<file path="src/lsdc_pkg.sv">
`default_nettype none

package lsdc_pkg;

  // register byte offsets on the bus
  localparam logic [7:0] LSDC_CTRL_OFS = 8'h00;
  localparam logic [7:0] LSDC_PHASE_OFS = 8'h04;
  localparam logic [7:0] LSDC_ISTAT_OFS = 8'h08;
  localparam logic [7:0] LSDC_IMASK_OFS = 8'h0c;
  localparam logic [7:0] LSDC_SEGEN_OFS = 8'h10;
  localparam logic [7:0] LSDC_PIX_OFS = 8'h40;

  // values after reset
  localparam logic [7:0] LSDC_CTRL_RST = 8'h03;
  localparam logic [7:0] LSDC_PHASE_RST = 8'h03;

  // control register fields
  localparam int LSDC_CTRL_ON_BIT = 7;
  localparam int LSDC_CTRL_SLP_BIT = 6;
  localparam int LSDC_CTRL_WFAIL_BIT = 5;
  localparam int LSDC_CTRL_SRC_LSB = 2;
  localparam int LSDC_CTRL_MUX_LSB = 0;

  // phase and prescale register fields
  localparam int LSDC_PH_WTYPE_BIT = 7;
  localparam int LSDC_PH_BIAS_BIT = 6;
  localparam int LSDC_PH_ACT_BIT = 5;
  localparam int LSDC_PH_WALLOW_BIT = 4;
  localparam int LSDC_PH_PRE_LSB = 0;

  // interrupt status and mask bits
  localparam int LSDC_IRQ_WFAIL_BIT = 0;
  localparam int LSDC_IRQ_FRAME_BIT = 1;

  // multiplex and clock source encodings
  localparam logic [1:0] LSDC_MUX_STATIC = 2'b00;
  localparam logic [1:0] LSDC_MUX_HALF = 2'b01;
  localparam logic [1:0] LSDC_MUX_THIRD = 2'b10;
  localparam logic [1:0] LSDC_MUX_QUARTER = 2'b11;
  localparam logic [1:0] LSDC_SRC_FOSC = 2'b00;
  localparam logic [1:0] LSDC_SRC_TMR = 2'b01;

  // system clock divided by 256 gives the fosc source
  localparam logic [7:0] LSDC_FOSC_DIV_LAST = 8'hff;

  // panel geometry
  localparam int LSDC_NUM_SEG = 29;
  localparam int LSDC_NUM_COM = 4;
  localparam int LSDC_NUM_PIX = 24;
  localparam int LSDC_NUM_SEGEN = 4;
  localparam int LSDC_SHARED_SEG = 15;
  localparam logic LSDC_SHARED_PAD = 1'b1;

  // classic wishbone request and answer
  typedef struct packed {
    logic cyc;
    logic stb;
    logic we;
    logic [7:0] adr;
    logic [3:0] sel;
    logic [31:0] dat;
  } lsdc_wb_req_t;

  typedef struct packed {
    logic ack;
    logic [31:0] dat;
  } lsdc_wb_rsp_t;

endpackage

`default_nettype wire

</file>
<file path="src/lsdc_driver.sv">
`timescale 1ns/1ps
`default_nettype none

module lsdc_driver
  import lsdc_pkg::*;
(
  input wire logic ref_clk_in, // system clock, 100 MHz
  input wire logic reset_in, // async reset, active high
  input wire lsdc_pkg::lsdc_wb_req_t wb_req_in, // wishbone request
  output lsdc_pkg::lsdc_wb_rsp_t wb_rsp_out, // wishbone answer
  input wire logic sleep_in, // processor in sleep mode
  input wire logic tmr_tick_in, // secondary timer osc event
  input wire logic lfo_tick_in, // low-frequency osc event
  input wire logic [28:0] gpio_dat_in, // general I/O output data
  input wire logic [28:0] gpio_oe_in, // general I/O output enable
  output logic [3:0] com_out, // active common, one-hot
  output logic phase_out, // drive phase of the waveform
  output logic bias_half_out, // half bias selected
  output logic [28:0] pad_dat_out, // pad data
  output logic [28:0] pad_oe_out, // pad output enable
  output logic irq_out // level interrupt
);

  typedef struct packed {
    logic on;
    logic slp;
    logic wfail_flag;
    logic [1:0] src;
    logic [1:0] mux;
    logic wtype;
    logic bias;
    logic [3:0] pre;
    logic [1:0] istat;
    logic [1:0] imask;
    logic [3:0][7:0] segen;
    logic [23:0][7:0] pix;
    logic active;
    logic [1:0] com_idx;
    logic half;
    logic phase;
    logic ack;
    logic [31:0] rdat;
    logic [3:0] com;
    logic [28:0] pdat;
    logic [28:0] poe;
  } lsdc_state_t;

  lsdc_state_t st_reg;
  lsdc_state_t st_next;
  logic tick;
  logic run;
  logic acc;
  logic wr;
  logic [7:0] rel;
  logic [4:0] pidx;
  logic pix_hit;
  logic [1:0] segen_idx;
  logic wallow;
  logic last_slot;
  logic frame_ev;
  logic wfail_ev;
  logic [7:0] wbyte;
  logic seg_on;

  // pixel register index is valid for the sparse layout
  function automatic logic pix_valid(input logic [4:0] idx);
    pix_valid = (idx < 5'd12) || (idx == 5'd12) || (idx == 5'd15) ||
      (idx == 5'd18) || (idx == 5'd21);
  endfunction

  // pixel bit for a common and a segment
  function automatic logic pix_bit(input logic [23:0][7:0] pix,
    input logic [1:0] com, input int seg);
    logic [4:0] base;
    logic [4:0] r;
    base = 5'd0;
    r = 5'd0;
    base = 5'(3 * int'(com));
    if (seg < 24)
    begin
      r = base + 5'(seg / 8);
      pix_bit = pix[r][seg % 8];
    end
    else
    begin
      r = 5'd12 + base;
      pix_bit = pix[r][seg - 24];
    end
  endfunction

  // prescaled frame clock
  lsdc_prescale u_prescale (
    .ref_clk_in (ref_clk_in),
    .reset_in (reset_in),
    .run_in (run),
    .src_in (st_reg.src),
    .div_in (st_reg.pre),
    .tmr_tick_in (tmr_tick_in),
    .lfo_tick_in (lfo_tick_in),
    .tick_out (tick)
  );

  assign run = st_reg.on && !(sleep_in && st_reg.slp);

  // bus decode and frame sequencing
  always_comb
  begin
    st_next = st_reg;
    acc = wb_req_in.cyc && wb_req_in.stb && !st_reg.ack;
    wr = acc && wb_req_in.we && wb_req_in.sel[0];
    wbyte = wb_req_in.dat[7:0];
    rel = wb_req_in.adr - LSDC_PIX_OFS;
    pidx = rel[6:2];
    pix_hit = (wb_req_in.adr >= LSDC_PIX_OFS) && !rel[7] && (rel[1:0] == 2'b00) &&
      (pidx < 5'd24) && pix_valid(pidx);
    segen_idx = 2'(wb_req_in.adr[3:2]);
    // last slot of a running frame refuses pixel writes
    last_slot = (st_reg.com_idx == st_reg.mux) && (st_reg.wtype || st_reg.half);
    wallow = !(st_reg.active && last_slot);
    wfail_ev = 1'b0;
    frame_ev = 1'b0;
    seg_on = 1'b0;
    st_next.ack = acc;
    st_next.rdat = 32'h0000_0000;

    // register reads
    if (acc && !wb_req_in.we)
    begin
      if (wb_req_in.adr == LSDC_CTRL_OFS)
        st_next.rdat[7:0] = {st_reg.on, st_reg.slp, st_reg.wfail_flag, 1'b0,
          st_reg.src, st_reg.mux};
      else if (wb_req_in.adr == LSDC_PHASE_OFS)
        st_next.rdat[7:0] = {st_reg.wtype, st_reg.bias, st_reg.active, wallow,
          st_reg.pre};
      else if (wb_req_in.adr == LSDC_ISTAT_OFS)
        st_next.rdat[1:0] = st_reg.istat;
      else if (wb_req_in.adr == LSDC_IMASK_OFS)
        st_next.rdat[1:0] = st_reg.imask;
      else if ((wb_req_in.adr & 8'hf0) == LSDC_SEGEN_OFS && wb_req_in.adr[1:0] == 2'b00)
        st_next.rdat[7:0] = st_reg.segen[segen_idx];
      else if (pix_hit)
        st_next.rdat[7:0] = st_reg.pix[pidx];
    end

    // register writes, taken on the cycle the answer is raised
    if (wr)
    begin
      if (wb_req_in.adr == LSDC_CTRL_OFS)
      begin
        st_next.on = wbyte[LSDC_CTRL_ON_BIT];
        st_next.slp = wbyte[LSDC_CTRL_SLP_BIT];
        // software may only clear the error flag
        st_next.wfail_flag = st_reg.wfail_flag && wbyte[LSDC_CTRL_WFAIL_BIT];
        st_next.src = wbyte[LSDC_CTRL_SRC_LSB +: 2];
        st_next.mux = wbyte[LSDC_CTRL_MUX_LSB +: 2];
      end
      else if (wb_req_in.adr == LSDC_PHASE_OFS)
      begin
        st_next.wtype = wbyte[LSDC_PH_WTYPE_BIT];
        st_next.bias = wbyte[LSDC_PH_BIAS_BIT];
        st_next.pre = wbyte[LSDC_PH_PRE_LSB +: 4];
      end
      else if (wb_req_in.adr == LSDC_ISTAT_OFS)
        st_next.istat = st_reg.istat & ~wbyte[1:0];
      else if (wb_req_in.adr == LSDC_IMASK_OFS)
        st_next.imask = wbyte[1:0];
      else if ((wb_req_in.adr & 8'hf0) == LSDC_SEGEN_OFS && wb_req_in.adr[1:0] == 2'b00)
        st_next.segen[segen_idx] = wbyte;
      else if (pix_hit)
      begin
        // refused pixel write raises the error
        if (wallow)
          st_next.pix[pidx] = wbyte;
        else
          wfail_ev = 1'b1;
      end
    end

    // common counter stepped by the prescaled clock
    st_next.active = run;
    if (!run)
    begin
      st_next.com_idx = 2'b00;
      st_next.half = 1'b0;
      st_next.phase = 1'b0;
    end
    else if (tick)
    begin
      if (st_reg.wtype)
      begin
        // type B: one tick per common, phase flips per frame
        st_next.half = 1'b0;
        if (st_reg.com_idx >= st_reg.mux)
        begin
          st_next.com_idx = 2'b00;
          st_next.phase = !st_reg.phase;
          frame_ev = 1'b1;
        end
        else
          st_next.com_idx = st_reg.com_idx + 2'b01;
      end
      else
      begin
        // type A: phase flips inside each common slot
        st_next.half = !st_reg.half;
        st_next.phase = !st_reg.half;
        if (st_reg.half)
        begin
          if (st_reg.com_idx >= st_reg.mux)
          begin
            st_next.com_idx = 2'b00;
            frame_ev = 1'b1;
          end
          else
            st_next.com_idx = st_reg.com_idx + 2'b01;
        end
      end
    end

    // new commons setting restarts frame, keeps common in range
    if (wr && wb_req_in.adr == LSDC_CTRL_OFS && wbyte[LSDC_CTRL_MUX_LSB +: 2] != st_reg.mux)
    begin
      st_next.com_idx = 2'b00;
      st_next.half = 1'b0;
    end

    // sticky events, a set wins over a clear in the same cycle
    if (wfail_ev)
    begin
      st_next.wfail_flag = 1'b1;
      st_next.istat[LSDC_IRQ_WFAIL_BIT] = 1'b1;
    end
    if (frame_ev)
      st_next.istat[LSDC_IRQ_FRAME_BIT] = 1'b1;

    // common drive, only the selected commons while running
    st_next.com = 4'h0;
    if (st_next.active)
      st_next.com[st_next.com_idx] = 1'b1;

    for (int s = 0; s < LSDC_NUM_SEG; s++)
    begin
      seg_on = st_next.segen[s / 8][s % 8];
      // shared pad goes to common 3 in quarter mode
      if (LSDC_SHARED_PAD && s == LSDC_SHARED_SEG && st_next.mux == LSDC_MUX_QUARTER)
        seg_on = 1'b0;
      if (seg_on)
      begin
        st_next.pdat[s] = st_next.active &&
          (pix_bit(st_next.pix, st_next.com_idx, s) ^ st_next.phase);
        st_next.poe[s] = 1'b1;
      end
      else
      begin
        st_next.pdat[s] = gpio_dat_in[s];
        st_next.poe[s] = gpio_oe_in[s];
      end
    end
  end

  // state register
  always_ff @(posedge ref_clk_in or posedge reset_in)
  begin
    if (reset_in)
    begin
      st_reg <= '0;
      st_reg.mux <= LSDC_CTRL_RST[1:0];
      st_reg.pre <= LSDC_PHASE_RST[3:0];
    end
    else
      st_reg <= st_next;
  end

  // outputs
  assign wb_rsp_out.ack = st_reg.ack;
  assign wb_rsp_out.dat = st_reg.rdat;
  assign com_out = st_reg.com;
  assign phase_out = st_reg.phase;
  // bias bit honoured only in two or three common modes
  assign bias_half_out = st_reg.bias &&
    (st_reg.mux == LSDC_MUX_HALF || st_reg.mux == LSDC_MUX_THIRD);
  assign pad_dat_out = st_reg.pdat;
  assign pad_oe_out = st_reg.poe;
  assign irq_out = |(st_reg.istat & st_reg.imask);
endmodule

`default_nettype wire

</file>
<file path="src/lsdc_prescale.sv">
`timescale 1ns/1ps
`default_nettype none

module lsdc_prescale
  import lsdc_pkg::*;
(
  input wire logic ref_clk_in, // system clock
  input wire logic reset_in, // async reset, active high
  input wire logic run_in, // count only while driver runs
  input wire logic [1:0] src_in, // clock source select
  input wire logic [3:0] div_in, // prescale code, ratio code+1
  input wire logic tmr_tick_in, // secondary timer osc event
  input wire logic lfo_tick_in, // low-frequency osc event
  output logic tick_out // one pulse per prescaled period
);

  typedef struct packed {
    logic [7:0] fdiv;
    logic [3:0] pcnt;
    logic tick;
  } lsdc_ps_state_t;

  lsdc_ps_state_t st_reg;
  lsdc_ps_state_t st_next;
  logic src_ev;

  // source select and prescale counter
  always_comb
  begin
    st_next = st_reg;
    st_next.tick = 1'b0;
    st_next.fdiv = st_reg.fdiv + 8'h01;
    if (src_in == LSDC_SRC_FOSC)
      src_ev = (st_reg.fdiv == LSDC_FOSC_DIV_LAST);
    else if (src_in == LSDC_SRC_TMR)
      src_ev = tmr_tick_in;
    else
      src_ev = lfo_tick_in;
    if (!run_in)
    begin
      st_next.pcnt = 4'h0;
    end
    else if (src_ev)
    begin
      if (st_reg.pcnt >= div_in)
      begin
        st_next.pcnt = 4'h0;
        st_next.tick = 1'b1;
      end
      else
        st_next.pcnt = st_reg.pcnt + 4'h1;
    end
  end

  // state register
  always_ff @(posedge ref_clk_in or posedge reset_in)
  begin
    if (reset_in)
      st_reg <= '0;
    else
      st_reg <= st_next;
  end

  assign tick_out = st_reg.tick;

endmodule

`default_nettype wire

</file>
<file path="config.mk">
export PLATFORM = sky130hd
export DESIGN_NAME = lsdc_driver
export DESIGN_NICKNAME = d
export VERILOG_FILES = /design/src/lsdc_pkg.sv /design/src/lsdc_driver.sv /design/src/lsdc_prescale.sv
export SDC_FILE = /design/constraint.sdc
export NUM_CORES = 1
export LEC_CHECK = 0
export BUFFER_PORTS_ARGS = -buffer_cell sky130_fd_sc_hd__clkbuf_2
export CAP_MARGIN = 20
export CORE_MARGIN = 3
export CORE_UTILIZATION = 45
export DETAILED_ROUTE_END_ITERATION = 7
export PLACE_DENSITY = 0.7
export SKIP_LAST_GASP = 1
export SLEW_MARGIN = 40
export SYNTH_ARGS = -nofsm -noshare
export SYNTH_HDL_FRONTEND = slang
export SYNTH_SLANG_ARGS = --single-unit
</file>
<file path="constraint.sdc">
create_clock -name ref_clk_in -period 32.6 [get_ports ref_clk_in]
set_clock_uncertainty 0.05 [all_clocks]
set_input_delay 3.26 -clock ref_clk_in [delete_from_list [all_inputs] [get_ports ref_clk_in]]
set_output_delay 3.26 -clock ref_clk_in [all_outputs]
set_load 0.01 [all_outputs]
</file>
======== Word level (Yosys, flattened, before mapping) ========
Index checks and enable logic that the tools add are counted.
word-level totals
  output and inout port bits .............. 98
  bits in latches ......................... 0
  logic and storage cells ................. 373
  input port bits ......................... 110
  memory bits (read-only) ................. 0
  memories ................................ 0
  bits in registers ....................... 330
  RAM bits ................................ 0
cells by class
  reductions and logical operators ........ 80
  shift operators ......................... 0
  muxes and demuxes ....................... 161
  magnitude comparators ................... 15
  add/sub/neg operators ................... 7
  multiply operators ...................... 1
  bitwise logic cells ..................... 36
  equality and inequality tests ........... 21
  div/mod/pow operators ................... 0
operator list
  operator                                                     count
  2-to-1 mux 192 bit                                           3
  2-to-1 mux 239 bit                                           1
  2-to-1 mux 234 bit                                           1
  2-to-1 mux 228 bit                                           1
  2-to-1 mux 226 bit                                           1
  2-to-1 mux 224 bit                                           1
  binary-select mux 8 bit (select 5 bit)                       5
  bitwise mux 192 bit                                          1
  2-to-1 mux 1 bit                                             110
  2-to-1 mux 8 bit                                             12
  logical AND 1 bit                                            50
  demux 8 bit (select 5 bit)                                   1
  bitwise mux 32 bit                                           1
  2-to-1 mux 32 bit                                            1
  less-than comparator 5 x 6 -> 1 bit (second input constant)  5
  bitwise XOR 1 bit                                            29
  2-to-1 mux 4 bit                                             6
  2-to-1 mux 6 bit                                             3
  binary-select mux 8 bit (select 2 bit)                       1
  demux 8 bit (select 2 bit)                                   1
  == test 8 x 4 -> 1 bit (second input constant)               2
  2-to-1 mux 5 bit                                             3
  2-to-1 mux 2 bit                                             6
  == test 5 x 4 -> 1 bit (second input constant)               2
  43 further kinds                                             74

======== Longest topological paths before layout ========
  depth after elaboration ................. 20
  gate-level depth with buffers ........... 22
  depth with buffers taken out ............ 17

======== Modules after synthesis ========
Synthesis repeated with hierarchy kept, for this count alone.
second synthesis, totals
  cell total of the unflattened synthesis .. 2049
  area, all modules ....................... 20413.3 um2
by module, submodules not included
  module         area each (um2)  cells an instance  seq. area each (um2)  times used
  lsdc_driver    19695.1          1984               7937.6                1
  lsdc_prescale  718.2            65                 325.3                 1

======== Least setup slack after synthesis ========
Ideal clock, no wire load.
  kind .................................... input port to flip-flop
  from .................................... in wb_req_in[42] in the netlist's numbering
  to ...................................... reg st_reg, in the netlist pad_dat_out[10]
  stages on the path ...................... 20
  library setup time ...................... 0.095 ns
  buffers on the path ..................... 8
  arrival time ............................ 7.595 ns
  required time ........................... 32.455 ns
  slack ................................... 24.859 ns
  cells stage by stage .................... buf_4 inv_1 ha_1 or3b_4 nor4_4 a31oi_4 nand2_4 buf_4 buf_2 buf_2 ha_1 clkbuf_1 buf_1 clkbuf_1 clkbuf_1 o211ai_1 a21oi_1 o22ai_1 xnor2_1 o31ai_1
RTL lines
  what                  RTL line            text
  from (decl)           lsdc_driver.sv:9    input wire lsdc_pkg::lsdc_wb_req_t wb_req_in,
  to (signal assigned)  lsdc_driver.sv:271  st_reg <= st_next;
  to (decl)             lsdc_driver.sv:48   lsdc_state_t st_reg;

==> results_dict.tcl <==
set metrics [dict create \
    path_class "in -> reg" \
    cp.arrival_ns 10.01 \
    drtAntennaViolNets 0 \
    status "complete, no violations" \
    setup_ws_ns 23.00 \
    synthTopCellsByArea "dfrtp_1 41%, mux4_2 11%, mux2_2 6.9%, mux2i_1 4.1%, buf_4 3.8%" \
    antenna_cells 0 \
    cap_violations 0 \
    peakVddDrop_mv 0.0319 \
    cp-start-kind "primary input" \
    power.total_mw 0.898 \
    power_switching_share_pct 23.9 \
    drive_gt1_share_pct 28.3 \
    core_um2 43500 \
    utilization_pct 49.7 \
    grt_start_max_net_pins 138 \
    postCtsSetupBuffers 0 \
    synth-warning-count 0 \
    netlist.area_leader.share_pct 40.9 \
    place_area_um2 20300 \
    max_freq_mhz 104 \
    num_rows 76 \
    numCtsBuffers 37 \
    grt_pass1_vias 15257 \
    synthTopCellsByCount "326 x dfrtp_1, 148 x clkbuf_1, 136 x nand2_1" \
    grtUsageTotal_pct 27.1 \
    rsz0062_at_grt "no" \
    hold_viol_final 0 \
    htree_levels 2 \
    yosysUniqueCellTypes 88 \
    initial_core_util_pct 45.9 \
    dieArea_um2 46800 \
    setup_tns_ns 0 \
    clock_sinks 330 \
    period_needed_ns 9.60 \
    io_buffers 156 \
    cts_tree "built" \
    multi_input_area_um2 10100 \
    end_kind "register" \
    synth-edff-count 0 \
    clockBufferDepth 3 \
    die_h_um 216 \
    cts.clk_slew.worst_paths_ns 0.06 \
    cp_slowest_cell "ha_2" \
    die_x_um 216 \
    wl_um 64500 \
    largest_reg_flops 242 \
    post_cts_resized 0 \
    combPwrFrac_pct 6.2 \
    fin_crit_sh_pct 29.5 \
    ys_seq_area_share_pct 41.5 \
    path_cells "clkbuf_2 > inv_1 > ha_1 > or3b_4 > nor4_4 > a31oi_4 > buf_8 > nand2_4 > ha_2 > inv_1 > nor2_1 > nand2_1 > nor2_1 > a221oi_1 > o21ai_0 > xnor2_1 > o31ai_1" \
    p_int_mw 0.683 \
    clockRootBuffer "clkbuf_16" \
    antenna_found_initial 2 \
    pre_cts_ws_ns 22.69 \
    p_switching_mw 0.214 \
    post-synth-top-count-cell "dfrtp_1" \
    clock_latency_ns 0.55 \
    vias 15566 \
    finalSetupViolations 0 \
    drc_errors 0 \
    grt_overflow 0 \
    viasPerCell 6.39 \
    maxSlewViolCount 0 \
    pin_count 208 \
    netlist_area_um2 19900 \
    ys_ff_latch 330 \
    cp_slowest_stage_delay_ns 0.78 \
    p_leak_nw 10.1 \
    p_per_area_nw_per_um2 41.6 \
    holdWs_ns 0.321 \
    ys_async_sr_fraction_pct 100 \
    gp_congestion 0.985 \
    synth_top_area_cell "dfrtp_1" \
    fillers 3909 \
    p_seq_share_pct 46.4 \
    cp.required_ns 33.00 \
    nets 1950 \
    crit_fanout 32 \
    drt-initial-drc-count 1722 \
    avgSynthCellArea_um2 10.7 \
    dp_hpwl_um 46500 \
    first_pass_iters 6 \
    stdcell_count 2437 \
    fin_area_um2 21600 \
    wl_per_cell_um 26.5 \
    grt_pass1_wl_um 97600 \
    worst_pin_slew_ns 0.941 \
    dpl.cell_count 2371 \
    hold_class "reg -> reg" \
    slew-limit-headroom_pct 36.6 \
    synthCells 1859 \
    clkPwrFrac_pct 47.4 \
    seqCellArea_um2 8260 \
    areaGrowthSynthToFinish_pct 8.29 \
    synth_top_flop_cell "dfrtp_1" \
    postCtsHoldBufs 0 \
]
metal layers:
layer	vias to the layer above	track usage (%)	part of all wire (%)
met3	194	6.09	10
met4	4	10.8	4.6
met1	7774	36.5	40
met2	940	43.0	46
met5	-	0	0.051
li1	6654	-	-
power by group through the flow:
stage	sequential (mW)	combinational [mW]	clock (mW)
final	0.417	0.0555	0.425
after global routing	0.417	0.0599	0.450
after CTS	0.417	0.0551	0.431
after detailed placement	0.424	0.0549	0
after global placement	0.424	0.0543	0
after floorplan	0.424	0.0409	0
worst paths after layout:
check	startpoint	endpoint	slack, ns	depth (start not counted)
min in group asynchronous	reset_in	u_prescale.st_reg[2]	2.80	2
min reg2reg	st_reg[257]	st_reg[257]	0.32	0
max reg2reg	st_reg[334]	pad_dat_out[9]	26.04	15
min	st_reg[257]	st_reg[257]	0.32	0
max in group asynchronous	reset_in	st_reg[174]	28.02	4
max	wb_req_in[42]	pad_dat_out[9]	23.00	17
area by class of cell:
cell class,instances,area share (%)
Timing Repair Buffer,188,4.86
Inverter,57,1.05
Clock inverter,13,0.661
Multi-Input combinational cell,1211,46.7
Clock buffer,53,5.08
Tap cell,585,3.39
Sequential cell,330,38.3
placed cells by master (no fill, tap or decap), types with 7 or more instances in the layout:
cell,netlist,routed
nor3_1,25,23
inv_1,53,52
a211oi_1,22,22
nand3_1,42,42
o22ai_1,21,21
o21ai_0,84,84
nor2b_1,7,7
ha_1,15,14
o31ai_1,23,23
nor3_2,5,7
a221oi_1,8,8
mux2_2,122,122
o21ai_1,8,8
conb_1,1,24
mux2i_1,81,80
mux4_2,97,97
xor2_1,7,7
and3_1,11,11
a31oi_1,9,9
clkbuf_16,0,37
a21oi_1,53,53
nand4_1,14,14
a21o_1,9,9
or3_1,12,12
o211ai_1,32,32
or2_2,9,9
nand2b_1,37,37
a22oi_1,13,13
dfrtp_1,326,326
clkbuf_2,0,154
clkbuf_8,0,11
nand2_1,136,136
xnor2_1,28,28
o32a_1,30,30
buf_4,102,29
o22a_1,13,13
nor2_1,90,88
critical path: cells and delay by family:
family	cells	cell delay, ns
compound gates	4	1.13
xor+xnor	1	0.17
fa+ha+maj	2	1.08
simple gates	6	2.86
buf+inv	4	1.48
logic make-up (layout without fill, tap and decap cells):
family                     Yosys count  in the layout  share of synthesized area [%]
buffers and inverters              341            311                           8.59
adders and majority gates           15             15                          0.942
xor gates and xnor gates            35             35                           1.54
AOI/OAI and AO/OA                  399            399                           14.2
DFF                                330            330                           41.5
other                                1             24                         0.0188
and+or+nand+nor                    436            436                           11.2
muxes                              302            302                           22.1
Power figures use the tool's default switching activity.
